**src/inc/pfc_defs.svh**
```systemverilog
// register map, reset values and timing counts of the pfc supervisor
// assumes a 25 MHz core clock and 12-bit adc codes
`ifndef PFC_DEFS_SVH
`define PFC_DEFS_SVH

// ----------------------------------------------------------------
// timing
// ----------------------------------------------------------------
`define CLK_PERIOD_NS 40
`define TICK_NS       1000
`define TICK_CYC      ((`TICK_NS + `CLK_PERIOD_NS - 1) / `CLK_PERIOD_NS)
`define BLANK_NS      1000
`define BLANK_CYC     ((`BLANK_NS + `CLK_PERIOD_NS - 1) / `CLK_PERIOD_NS)

// ----------------------------------------------------------------
// register offsets (byte addresses)
// ----------------------------------------------------------------
`define R_CTRL        8'h00
`define R_STATUS      8'h04
`define R_MASK        8'h08
`define R_STATE       8'h0c
`define R_TON_DCM     8'h10
`define R_DCM_EXIT    8'h14
`define R_MAX_PERIOD  8'h18
`define R_BUS_UV      8'h1c
`define R_BUS_OV_FW   8'h20
`define R_BUS_STDY_OV 8'h24
`define R_VIN_UV      8'h28
`define R_VIN_OV      8'h2c
`define R_VIN_ST_MIN  8'h30
`define R_VIN_ST_MAX  8'h34
`define R_BUS_STDY_UV 8'h38
`define R_SS_LIMIT    8'h3c
`define R_BLANK0      8'h40
`define R_BLANK_LAST  8'h5c

// ----------------------------------------------------------------
// field positions
// ----------------------------------------------------------------
`define F_CTRL_EN     0
`define F_ST_DCM      0
`define F_ST_GATE     1
`define F_ST_PAUSE    2
`define F_ST_PWR      4
`define P_OVERCURRENT_LEVEL_ONE        0
`define P_OVERCURRENT_LEVEL_TWO        1
`define P_BUS_UV      2
`define P_OVP1        3
`define P_OVP2        4
`define P_VIN_UV      5
`define P_VIN_OV      6
`define P_CCM         7
`define P_SS          8
`define FAULT_MASK    9'h0f6

// ----------------------------------------------------------------
// reset values
// ----------------------------------------------------------------
`define RST_STATUS    9'h000
`define RST_MASK      9'h000
`define RST_TON_DCM   16'h0019
`define RST_DCM_EXIT  16'h00c8
`define RST_MAX_PER   16'h03e8
`define RST_BUS_UV    16'h0400
`define RST_BUS_OV_FW 16'h0680
`define RST_BUS_SOV   16'h0640
`define RST_VIN_UV    16'h0200
`define RST_VIN_OV    16'h0e00
`define RST_VIN_SMIN  16'h0280
`define RST_VIN_SMAX  16'h0d00
`define RST_BUS_SUV   16'h0580
`define RST_SS_LIMIT  16'hc350
`define RST_BLANK     16'(`BLANK_CYC)

// adc code of the reference and of the fixed second over-voltage level
`define VREF_CODE     12'h600
`define OVP2_CODE     12'(`VREF_CODE * 7 / 6)

`endif

```
**src/inc/pfc_pkg.sv**
```systemverilog
// types shared by the pfc supervisor files
// assumes pfc_defs.svh for all numeric constants
package pfc_pkg;

  typedef enum logic [1:0] {PWR_IDLE, PWR_SOFT, PWR_STEADY,
                            PWR_FAULT} pwr_e;

  typedef struct packed {
    logic        cyc;
    logic        stb;
    logic        we;
    logic [7:0]  adr;
    logic [3:0]  sel;
    logic [31:0] dat;
  } wb_req_s;

  typedef struct packed {
    logic [15:0] cnt;
    logic        fired;
  } blank_s;

  typedef struct packed {
    pwr_e               pwr;
    logic               gate;
    logic               dcm;
    logic               ccm_miss;
    logic               pause;
    logic [15:0]        pcnt;
    logic [4:0]         tick;
    logic [15:0]        sscnt;
    logic               en;
    logic [8:0]         status;
    logic [8:0]         mask;
    logic [15:4][15:0]  cfg;
    logic [7:0][15:0]   blank;
    logic               ack;
    logic [31:0]        rdat;
    logic               irq;
    logic               start_ok;
  } sup_s;

endpackage

```
**src/rtl/pfc_blank_timer.sv**
```systemverilog
// one protection blanking timer
// assumes a condition sampled on the core clock and a static limit
`timescale 1ns/1ps

module pfc_blank_timer (
  input  wire logic        clk,
  input  wire logic        srst,
  input  wire logic        i_cond,
  input  wire logic [15:0] i_limit,
  output logic             o_fired
);

  pfc_pkg::blank_s st;
  pfc_pkg::blank_s next_st;

  // ----------------------------------------------------------------
  // counter: any gap in the condition restarts the wait
  // ----------------------------------------------------------------
  always_comb begin
    next_st = st;
    if (!i_cond) begin
      next_st.cnt   = 16'h0000;
      next_st.fired = 1'b0;
    end else begin
      if (st.cnt < i_limit) begin
        next_st.cnt = st.cnt + 16'h0001;
      end
      next_st.fired = (st.cnt >= i_limit);
    end
  end

  always_ff @(posedge clk) begin
    if (srst) begin
      st <= '0;
    end else begin
      st <= next_st;
    end
  end

  assign o_fired = st.fired;
endmodule // pfc_blank_timer

```
**src/rtl/pfc_light_load_and_protection.sv**
```systemverilog
// boost pfc light-load mode control and protection supervisor
// assumes synchronous adc codes, comparators and zcd on the core clock;
// the regulator supplies the demanded on-time and switching period
//
// Function
// - enter dcm when demanded on-time below threshold
// - leave dcm when period below minimum
// - in dcm, fixed on-time, period regulated
// - first overcurrent after blanking ends on-time
// - turn on at zcd or max period
// - fixed second overcurrent level, own blanking
// - protection fires only after its blanking
// - bus under-voltage after blanking
// - firmware over-voltage pauses until steady level
// - hardware over-voltage at 7/6 reference
// - input under-voltage, separate start minimum
// - input over-voltage, separate start maximum
// - open sense resistor trips second overcurrent
// - sense short to ground trips ccm
// - timeout turn-ons without oscillation trip ccm
// - ccm tolerated only during startup
// - soft-start timer limit trips failure
//
// Implementation choices: the placing of the registers and register access over Wishbone.
`timescale 1ns/1ps
`include "pfc_defs.svh"

module pfc_light_load_and_protection (
  input  wire logic             I_CORE_CLK,
  input  wire logic             I_SRST,
  input  wire pfc_pkg::wb_req_s I_WB,
  output logic [31:0]           O_WB_DAT,
  output logic                  O_WB_ACK,
  input  wire logic [11:0]      I_VBUS,
  input  wire logic [11:0]      I_VIN_RMS,
  input  wire logic             I_OC1,
  input  wire logic             I_OC2,
  input  wire logic             I_ZCD,
  input  wire logic [15:0]      I_TON_DEMAND,
  input  wire logic [15:0]      I_PERIOD_DEMAND,
  output logic                  O_GATE,
  output logic                  O_DCM,
  output logic                  O_START_OK,
  output logic                  O_IRQ
);

  pfc_pkg::sup_s st;
  pfc_pkg::sup_s next_st;
  logic [7:0]    cond;
  logic [7:0]    fired;
  logic [15:0]   vbus;
  logic [15:0]   vin;
  logic          run;
  logic          active;
  logic          start_zc;
  logic          start_to;
  logic [15:0]   ton;

  // ----------------------------------------------------------------
  // helpers
  // ----------------------------------------------------------------
  function automatic logic [15:0] cf(input logic [7:0] off);
    cf = st.cfg[off[5:2]];
  endfunction

  assign vbus   = {4'h0, I_VBUS};
  assign vin    = {4'h0, I_VIN_RMS};
  assign run    = (st.pwr == pfc_pkg::PWR_SOFT) ||
                  (st.pwr == pfc_pkg::PWR_STEADY);
  assign active = run && !st.pause;
  // a process, not assigns: cf reads st, which an assign would miss
  always_comb begin
    // dcm holds the on-time at its threshold value
    ton      = st.dcm ? cf(`R_TON_DCM) : I_TON_DEMAND;
    // in dcm the regulated period replaces the valley as trigger
    start_zc = st.dcm ? (st.pcnt >= I_PERIOD_DEMAND)
                      : I_ZCD;
    start_to = st.pcnt >= cf(`R_MAX_PERIOD);
  end

  // ----------------------------------------------------------------
  // protection conditions, each with its own blanking timer
  // ----------------------------------------------------------------
  // one process for all conditions, so thresholds in st are followed
  always_comb begin
    cond[`P_OVERCURRENT_LEVEL_ONE]   = I_OC1 && st.gate;
    // an open sense resistor pulls the input high: same path
    cond[`P_OVERCURRENT_LEVEL_TWO]   = I_OC2;
    cond[`P_BUS_UV] = (st.pwr == pfc_pkg::PWR_STEADY) &&
                      (vbus < cf(`R_BUS_UV));
    cond[`P_OVP1]   = vbus > cf(`R_BUS_OV_FW);
    cond[`P_OVP2]   = I_VBUS > `OVP2_CODE;
    cond[`P_VIN_UV] = vin < cf(`R_VIN_UV);
    cond[`P_VIN_OV] = vin > cf(`R_VIN_OV);
    // startup ccm is allowed, so only steady state counts
    cond[`P_CCM]    = (st.pwr == pfc_pkg::PWR_STEADY) &&
                      st.ccm_miss;
  end

  genvar gi;
  generate
    for (gi = 0; gi < 8; gi++) begin : g_blank
      pfc_blank_timer u_blank (
        .clk     (I_CORE_CLK),
        .srst    (I_SRST),
        .i_cond  (cond[gi]),
        .i_limit (st.blank[gi]),
        .o_fired (fired[gi])
      );
    end
  endgenerate

  // ----------------------------------------------------------------
  // next state
  // ----------------------------------------------------------------
  always_comb begin
    logic        req;
    logic        wr;
    logic [15:0] bm;
    logic [15:0] wd;
    logic [8:0]  set;
    logic [8:0]  clr;
    req     = 1'b0;
    wr      = 1'b0;
    bm      = 16'h0000;
    wd      = 16'h0000;
    set     = 9'h000;
    clr     = 9'h000;
    next_st = st;

    // wishbone: answer one cycle after the request, write at ack
    req = I_WB.cyc && I_WB.stb;
    wr  = req && I_WB.we && st.ack;
    bm  = {{8{I_WB.sel[1]}}, {8{I_WB.sel[0]}}};
    wd  = I_WB.dat[15:0];
    next_st.ack = req && !st.ack;
    if (req && !st.ack) begin
      next_st.rdat = 32'h0000_0000;
      unique case (I_WB.adr) inside
        `R_CTRL:   next_st.rdat[`F_CTRL_EN] = st.en;
        `R_STATUS: next_st.rdat[8:0] = st.status;
        `R_MASK:   next_st.rdat[8:0] = st.mask;
        `R_STATE: begin
          next_st.rdat[`F_ST_DCM]   = st.dcm;
          next_st.rdat[`F_ST_GATE]  = st.gate;
          next_st.rdat[`F_ST_PAUSE] = st.pause;
          next_st.rdat[`F_ST_PWR +: 2] = st.pwr;
        end
        [`R_TON_DCM:`R_SS_LIMIT]:
          next_st.rdat[15:0] = st.cfg[I_WB.adr[5:2]];
        [`R_BLANK0:`R_BLANK_LAST]:
          next_st.rdat[15:0] = st.blank[I_WB.adr[4:2]];
        default: next_st.rdat = 32'h0000_0000;
      endcase
    end
    if (wr) begin
      unique case (I_WB.adr) inside
        `R_CTRL:
          if (I_WB.sel[0]) next_st.en = wd[`F_CTRL_EN];
        `R_STATUS: clr = wd[8:0] & bm[8:0];
        `R_MASK:
          next_st.mask = (st.mask & ~bm[8:0]) | (wd[8:0] & bm[8:0]);
        [`R_TON_DCM:`R_SS_LIMIT]:
          next_st.cfg[I_WB.adr[5:2]] =
            (st.cfg[I_WB.adr[5:2]] & ~bm) | (wd & bm);
        [`R_BLANK0:`R_BLANK_LAST]:
          next_st.blank[I_WB.adr[4:2]] =
            (st.blank[I_WB.adr[4:2]] & ~bm) | (wd & bm);
        default: ;
      endcase
    end

    // input window for starting, with separate start levels
    next_st.start_ok = (vin >= cf(`R_VIN_ST_MIN)) &&
                       (vin <= cf(`R_VIN_ST_MAX)) &&
                       !fired[`P_VIN_UV] && !fired[`P_VIN_OV];

    // firmware over-voltage: pause until bus settles again
    if (fired[`P_OVP1]) begin
      next_st.pause = 1'b1;
    end else if (vbus < cf(`R_BUS_STDY_OV)) begin
      next_st.pause = 1'b0;
    end

    // switching cycle
    if (I_ZCD) begin
      next_st.ccm_miss = 1'b0;
    end
    if (!active) begin
      next_st.gate = 1'b0;
      next_st.pcnt = 16'h0000;
    end else if (st.gate) begin
      next_st.pcnt = st.pcnt + 16'h0001;
      if (fired[`P_OVERCURRENT_LEVEL_ONE] || (st.pcnt + 16'h0001 >= ton)) begin
        next_st.gate = 1'b0;
      end
    end else begin
      if (st.pcnt != 16'hffff) begin
        next_st.pcnt = st.pcnt + 16'h0001;
      end
      if (start_zc || start_to) begin
        next_st.gate = 1'b1;
        next_st.pcnt = 16'h0000;
        // turn-on forced by timeout with no oscillation seen
        next_st.ccm_miss = !start_zc && !I_ZCD;
        if (st.dcm && (st.pcnt < cf(`R_DCM_EXIT))) begin
          next_st.dcm = 1'b0;
        end else if (!st.dcm &&
                     (st.pwr == pfc_pkg::PWR_STEADY) &&
                     (I_TON_DEMAND < cf(`R_TON_DCM))) begin
          next_st.dcm = 1'b1;
        end
      end
    end

    // soft-start time base in microsecond ticks
    if (st.tick == 5'(`TICK_CYC - 1)) begin
      next_st.tick = 5'h00;
    end else begin
      next_st.tick = st.tick + 5'h01;
    end

    // protection events into sticky status
    set = {1'b0, fired};
    unique case (st.pwr)
      pfc_pkg::PWR_IDLE: begin
        next_st.sscnt = 16'h0000;
        next_st.dcm   = 1'b0;
        if (st.en && st.start_ok) begin
          next_st.pwr = pfc_pkg::PWR_SOFT;
        end
      end
      pfc_pkg::PWR_SOFT: begin
        if (st.tick == 5'h00) begin
          next_st.sscnt = st.sscnt + 16'h0001;
        end
        if (st.sscnt >= cf(`R_SS_LIMIT)) begin
          set[`P_SS]  = 1'b1;
          next_st.pwr = pfc_pkg::PWR_FAULT;
        end else if (vbus >= cf(`R_BUS_STDY_UV)) begin
          next_st.pwr = pfc_pkg::PWR_STEADY;
        end
      end
      pfc_pkg::PWR_STEADY: ;
      pfc_pkg::PWR_FAULT: begin
        next_st.dcm = 1'b0;
        if (!st.en) begin
          next_st.pwr = pfc_pkg::PWR_IDLE;
        end
      end
    endcase
    // latched faults stop the stage until software disables it
    if (run && (|({1'b0, fired} & `FAULT_MASK))) begin
      next_st.pwr = pfc_pkg::PWR_FAULT;
    end
    if (!st.en && run) begin
      next_st.pwr = pfc_pkg::PWR_IDLE;
    end

    // set wins over a clear in the same cycle
    next_st.status = (st.status & ~clr) | set;
    next_st.irq    = |(next_st.status & next_st.mask);
  end

  // ----------------------------------------------------------------
  // state register
  // ----------------------------------------------------------------
  always_ff @(posedge I_CORE_CLK) begin
    if (I_SRST) begin
      st        <= '0;
      st.pwr    <= pfc_pkg::PWR_IDLE;
      st.status <= `RST_STATUS;
      st.mask   <= `RST_MASK;
      st.cfg[`R_TON_DCM >> 2]     <= `RST_TON_DCM;
      st.cfg[`R_DCM_EXIT >> 2]    <= `RST_DCM_EXIT;
      st.cfg[`R_MAX_PERIOD >> 2]  <= `RST_MAX_PER;
      st.cfg[`R_BUS_UV >> 2]      <= `RST_BUS_UV;
      st.cfg[`R_BUS_OV_FW >> 2]   <= `RST_BUS_OV_FW;
      st.cfg[`R_BUS_STDY_OV >> 2] <= `RST_BUS_SOV;
      st.cfg[`R_VIN_UV >> 2]      <= `RST_VIN_UV;
      st.cfg[`R_VIN_OV >> 2]      <= `RST_VIN_OV;
      st.cfg[`R_VIN_ST_MIN >> 2]  <= `RST_VIN_SMIN;
      st.cfg[`R_VIN_ST_MAX >> 2]  <= `RST_VIN_SMAX;
      st.cfg[`R_BUS_STDY_UV >> 2] <= `RST_BUS_SUV;
      st.cfg[`R_SS_LIMIT >> 2]    <= `RST_SS_LIMIT;
      st.blank  <= {8{`RST_BLANK}};
    end else begin
      st <= next_st;
    end
  end

  // outputs straight from the state register
  assign O_WB_DAT   = st.rdat;
  assign O_WB_ACK   = st.ack;
  assign O_GATE     = st.gate;
  assign O_DCM      = st.dcm;
  assign O_START_OK = st.start_ok;
  assign O_IRQ      = st.irq;
endmodule // pfc_light_load_and_protection

```
**config.mk**
```make
export PLATFORM = sky130hd
export DESIGN_NAME = pfc_light_load_and_protection
export DESIGN_NICKNAME = d
export VERILOG_FILES = /design/src/inc/pfc_pkg.sv /design/src/rtl/pfc_blank_timer.sv /design/src/rtl/pfc_light_load_and_protection.sv
export VERILOG_INCLUDE_DIRS = /design/src /design/src/inc
export SDC_FILE = /design/constraint.sdc
export NUM_CORES = 2
export LEC_CHECK = 0
export BUFFER_PORTS_ARGS = -buffer_cell sky130_fd_sc_hd__buf_2
export CAP_MARGIN = 20
export CORE_ASPECT_RATIO = 1.4
export CORE_MARGIN = 2
export CORE_UTILIZATION = 35
export CTS_CLUSTER_SIZE = 16
export DETAILED_ROUTE_END_ITERATION = 8
export RECOVER_POWER = 100
export SLEW_MARGIN = 25
export SYNTH_ARGS = -nofsm -noshare
export SYNTH_HDL_FRONTEND = slang
export SYNTH_SLANG_ARGS = --single-unit
```
**constraint.sdc**
```tcl
create_clock -name I_CORE_CLK -period 3.6 [get_ports I_CORE_CLK]
set_input_delay 0.18 -clock I_CORE_CLK [delete_from_list [all_inputs] [get_ports I_CORE_CLK]]
set_output_delay 0.18 -clock I_CORE_CLK [all_outputs]
set_load 0.02 [all_outputs]
```
==> results.json <==
{
  "place_area_sq_mm": 0.0339,
  "h-tree-depth": 2,
  "numCtsBuffers": 53,
  "synthXorXnorAreaFrac_pct": 2.45,
  "startpoint_type": "input pin",
  "synthCells": 3795,
  "synth-simple-area-share_pct": 19.0,
  "portBuffers": 110,
  "cts_buffer_depth": 3,
  "synth_fa_ha_area_share_pct": 12.9,
  "seq_area_frac_synth_pct": 33.4,
  "hold-worst-slack_ps": 50.6,
  "critPathCaptureType": "register",
  "grt_busiest_layer": "met2",
  "tns_ps": 0,
  "rsz0062_at_grt": "false",
  "grt.total_usage_pct": 22.0,
  "grt_use_met3_pct": 2.68,
  "fin_skew_ps": 32.7,
  "tightestPinTransition_ps": 1780,
  "gp_congestion": 0.952,
  "synth_area_leader_cell": "dfxtp_1",
  "final_area_sq_mm": 0.0358,
  "clock_latency_ps": 650,
  "synth_enable_flop_cells": 0,
  "overflow": 0,
  "fmax_ghz": 0.313,
  "syn_area_sq_mm": 0.0322,
  "grt_antenna_before_repair": 5,
  "grt_max_degree": 147,
  "totalWireLength_microns": 106000,
  "synth_mux_area_share_pct": 8.63,
  "maxSlewViolCount": 185,
  "ys_warn_count": 0,
  "synth-seq-cells": 537,
  "synth_compound_area_share_pct": 16.7,
  "route.detailed.drc": 0,
  "hp-class": "in2reg",
  "setup_slack_ps": 401,
  "vias": 27900,
  "critPathKind": "in2reg",
  "synth_area_leaders": "dfxtp_1, ha_1, mux4_2, a21oi_1, nor2_1",
  "post_cts_buffers": 0,
  "arrival_ps": 3710,
  "status": "finished with violations",
  "drtIter0Drc": 2241,
  "maxCapViolations": 2,
  "r2r_slack_ps": 530,
  "path_clk_slew_ps": 60,
  "slew_headroom_pct": -18.4,
  "cts_root_buf": "clkbuf_16",
  "avgSynthCellArea_sq_um": 8.49,
  "num_io_pins": 145,
  "tritoncts": "built",
  "multi_input_area_sq_mm": 0.0192,
  "grt_pass1_wl_microns": 160000,
  "synthToLayoutAreaGrowth_pct": 11.2,
  "grt_pass1_vias": 26700,
  "die_x_microns": 260,
  "yosysTopAreaCellShare_pct": 33.4,
  "drive_gt1_share_pct": 9.92,
  "period_minus_slack_ps": 3200,
  "crit_required_ps": 4110,
  "async_reset_ff_share_pct": 0,
  "fin_nets": 4288,
  "grtUsageMet1_pct": 25.4,
  "seq_area_sq_mm": 0.0108,
  "drt_pass1_iterations": 6,
  "place_hpwl_microns": 81200,
  "rows": 131,
  "synth_top_family_by_area": "simple AND/OR/NAND/NOR gates",
  "yosys_most_used_dff": "dfxtp_1",
  "cts.sinks": 537,
  "core-area_sq_mm": 0.0911,
  "yosysUniqueCellTypes": 76,
  "met2_usage_pct": 38.4,
  "powerDensity_mw_per_mm2": 365,
  "place_ws_ps": 664,
  "ant_nets": 0,
  "p_leak_nw": 14.1,
  "fill_cells": 9374,
  "critPathMaxFanout": 38,
  "wl_per_cell_microns": 20.7,
  "violations": "max-capacitance violations, max-slew violations",
  "period_share_pct": 88.9,
  "setup_violations": 0,
  "die_area_sq_mm": 0.0946,
  "cts_resized": 0,
  "hold_viol": 0,
  "die_h_microns": 363,
  "irDropWorstVdd_v": 0.000346,
  "yosysMostFrequentCell": "dfxtp_1",
  "viasPerCell": 5.49,
  "start_util_pct": 35.4,
  "synth_commonest_cells": "dfxtp_1, nor2_1, a21oi_1"
}
## worst max-delay path, stage by stage
cell,delay [ps]
clkbuf_2,1060
buf_12,310
mux4_2,560
mux2_1,360
o21ai_1,730
nor2_1,120
a211o_1,300
## final cells by class
class / instances / area share (%)
clock buffer: 76 / 4.36
timing repair buffer: 197 / 3.36
inverter: 328 / 3.44
clock inverter: 22 / 0.981
multi-input combinational: 2732 / 53.7
tap: 1197 / 4.18
sequential: 537 / 30.0
antenna: 1 / 0.00698
## timing repair
item | in CTS | in global routing
setup endpoints to repair | 0 | 0
hold buffers | 14 | 0
endpoints found under the hold margin | 35 | 0
## kinds of logic after synthesis
| group | after synthesis |
|---|---|
| AO/OA/AOI/OAI | 865 |
| XOR/XNOR | 90 |
| adder cells (fa/ha/maj) | 331 |
| buffers and inverters | 541 |
| flip-flops | 537 |
| multiplexers | 172 |
| other | 1 |
| AND/OR/NAND/NOR | 1258 |
## cells in the final DEF (no fill, tap or decap), types with 30 or more instances in the layout
| cell type | instances |
|---|---|
| buf_2 | 87 |
| xor2_1 | 35 |
| nor2_1 | 423 |
| mux4_2 | 81 |
| nand4_1 | 74 |
| o21ai_0 | 145 |
| inv_1 | 328 |
| a21o_1 | 69 |
| mux2i_1 | 53 |
| xnor2_1 | 55 |
| and3_1 | 30 |
| nand3_1 | 88 |
| or3_1 | 52 |
| a21oi_1 | 339 |
| or4_1 | 33 |
| clkbuf_1 | 35 |
| nand2b_1 | 99 |
| nand2_1 | 292 |
| o22ai_1 | 71 |
| dfxtp_1 | 537 |
| clkbuf_16 | 53 |
| nor3_1 | 37 |
| nor4_1 | 31 |
| nor2b_1 | 32 |
| ha_1 | 331 |
| buf_4 | 52 |
## through the flow
stage / power [mW] / instances / utilization (%)
final: 13.1 / 5090 / 39.3
after global placement: 6.99 / 4977 / 37.2
after detailed placement: 7.00 / 4977 / 37.2
after CTS: 13.2 / 5089 / 39.5
after floorplan: 6.65 / 3810 / -
after global routing: 13.4 / 5089 / 39.3
## final timing paths
kind                            startpoint  depth (start not counted)                       end
worst min register to register    register                          2                  register
worst max register to register    register                          8  g_blank[3].u_blank.st[2]
worst min-delay path              I_WB[42]                          4              O_WB_DAT[12]
worst max-delay path              I_WB[38]                          7                  register
## report_power, final
part           leakage (nW)  switching (mW)  internal [mW]
combinational          8.87           0.608          0.295
sequential             4.33          0.0171           5.96
clock                 0.935            2.59           3.61
total                  14.1            3.22           9.86
## layer usage
metal	wire (microns)	vias up
met5	35	-
met4	7640	6
met3	5630	271
met2	51400	862
met1	40900	13300
li1	-	13500
No activity file was read; power rests on OpenSTA's default activity.
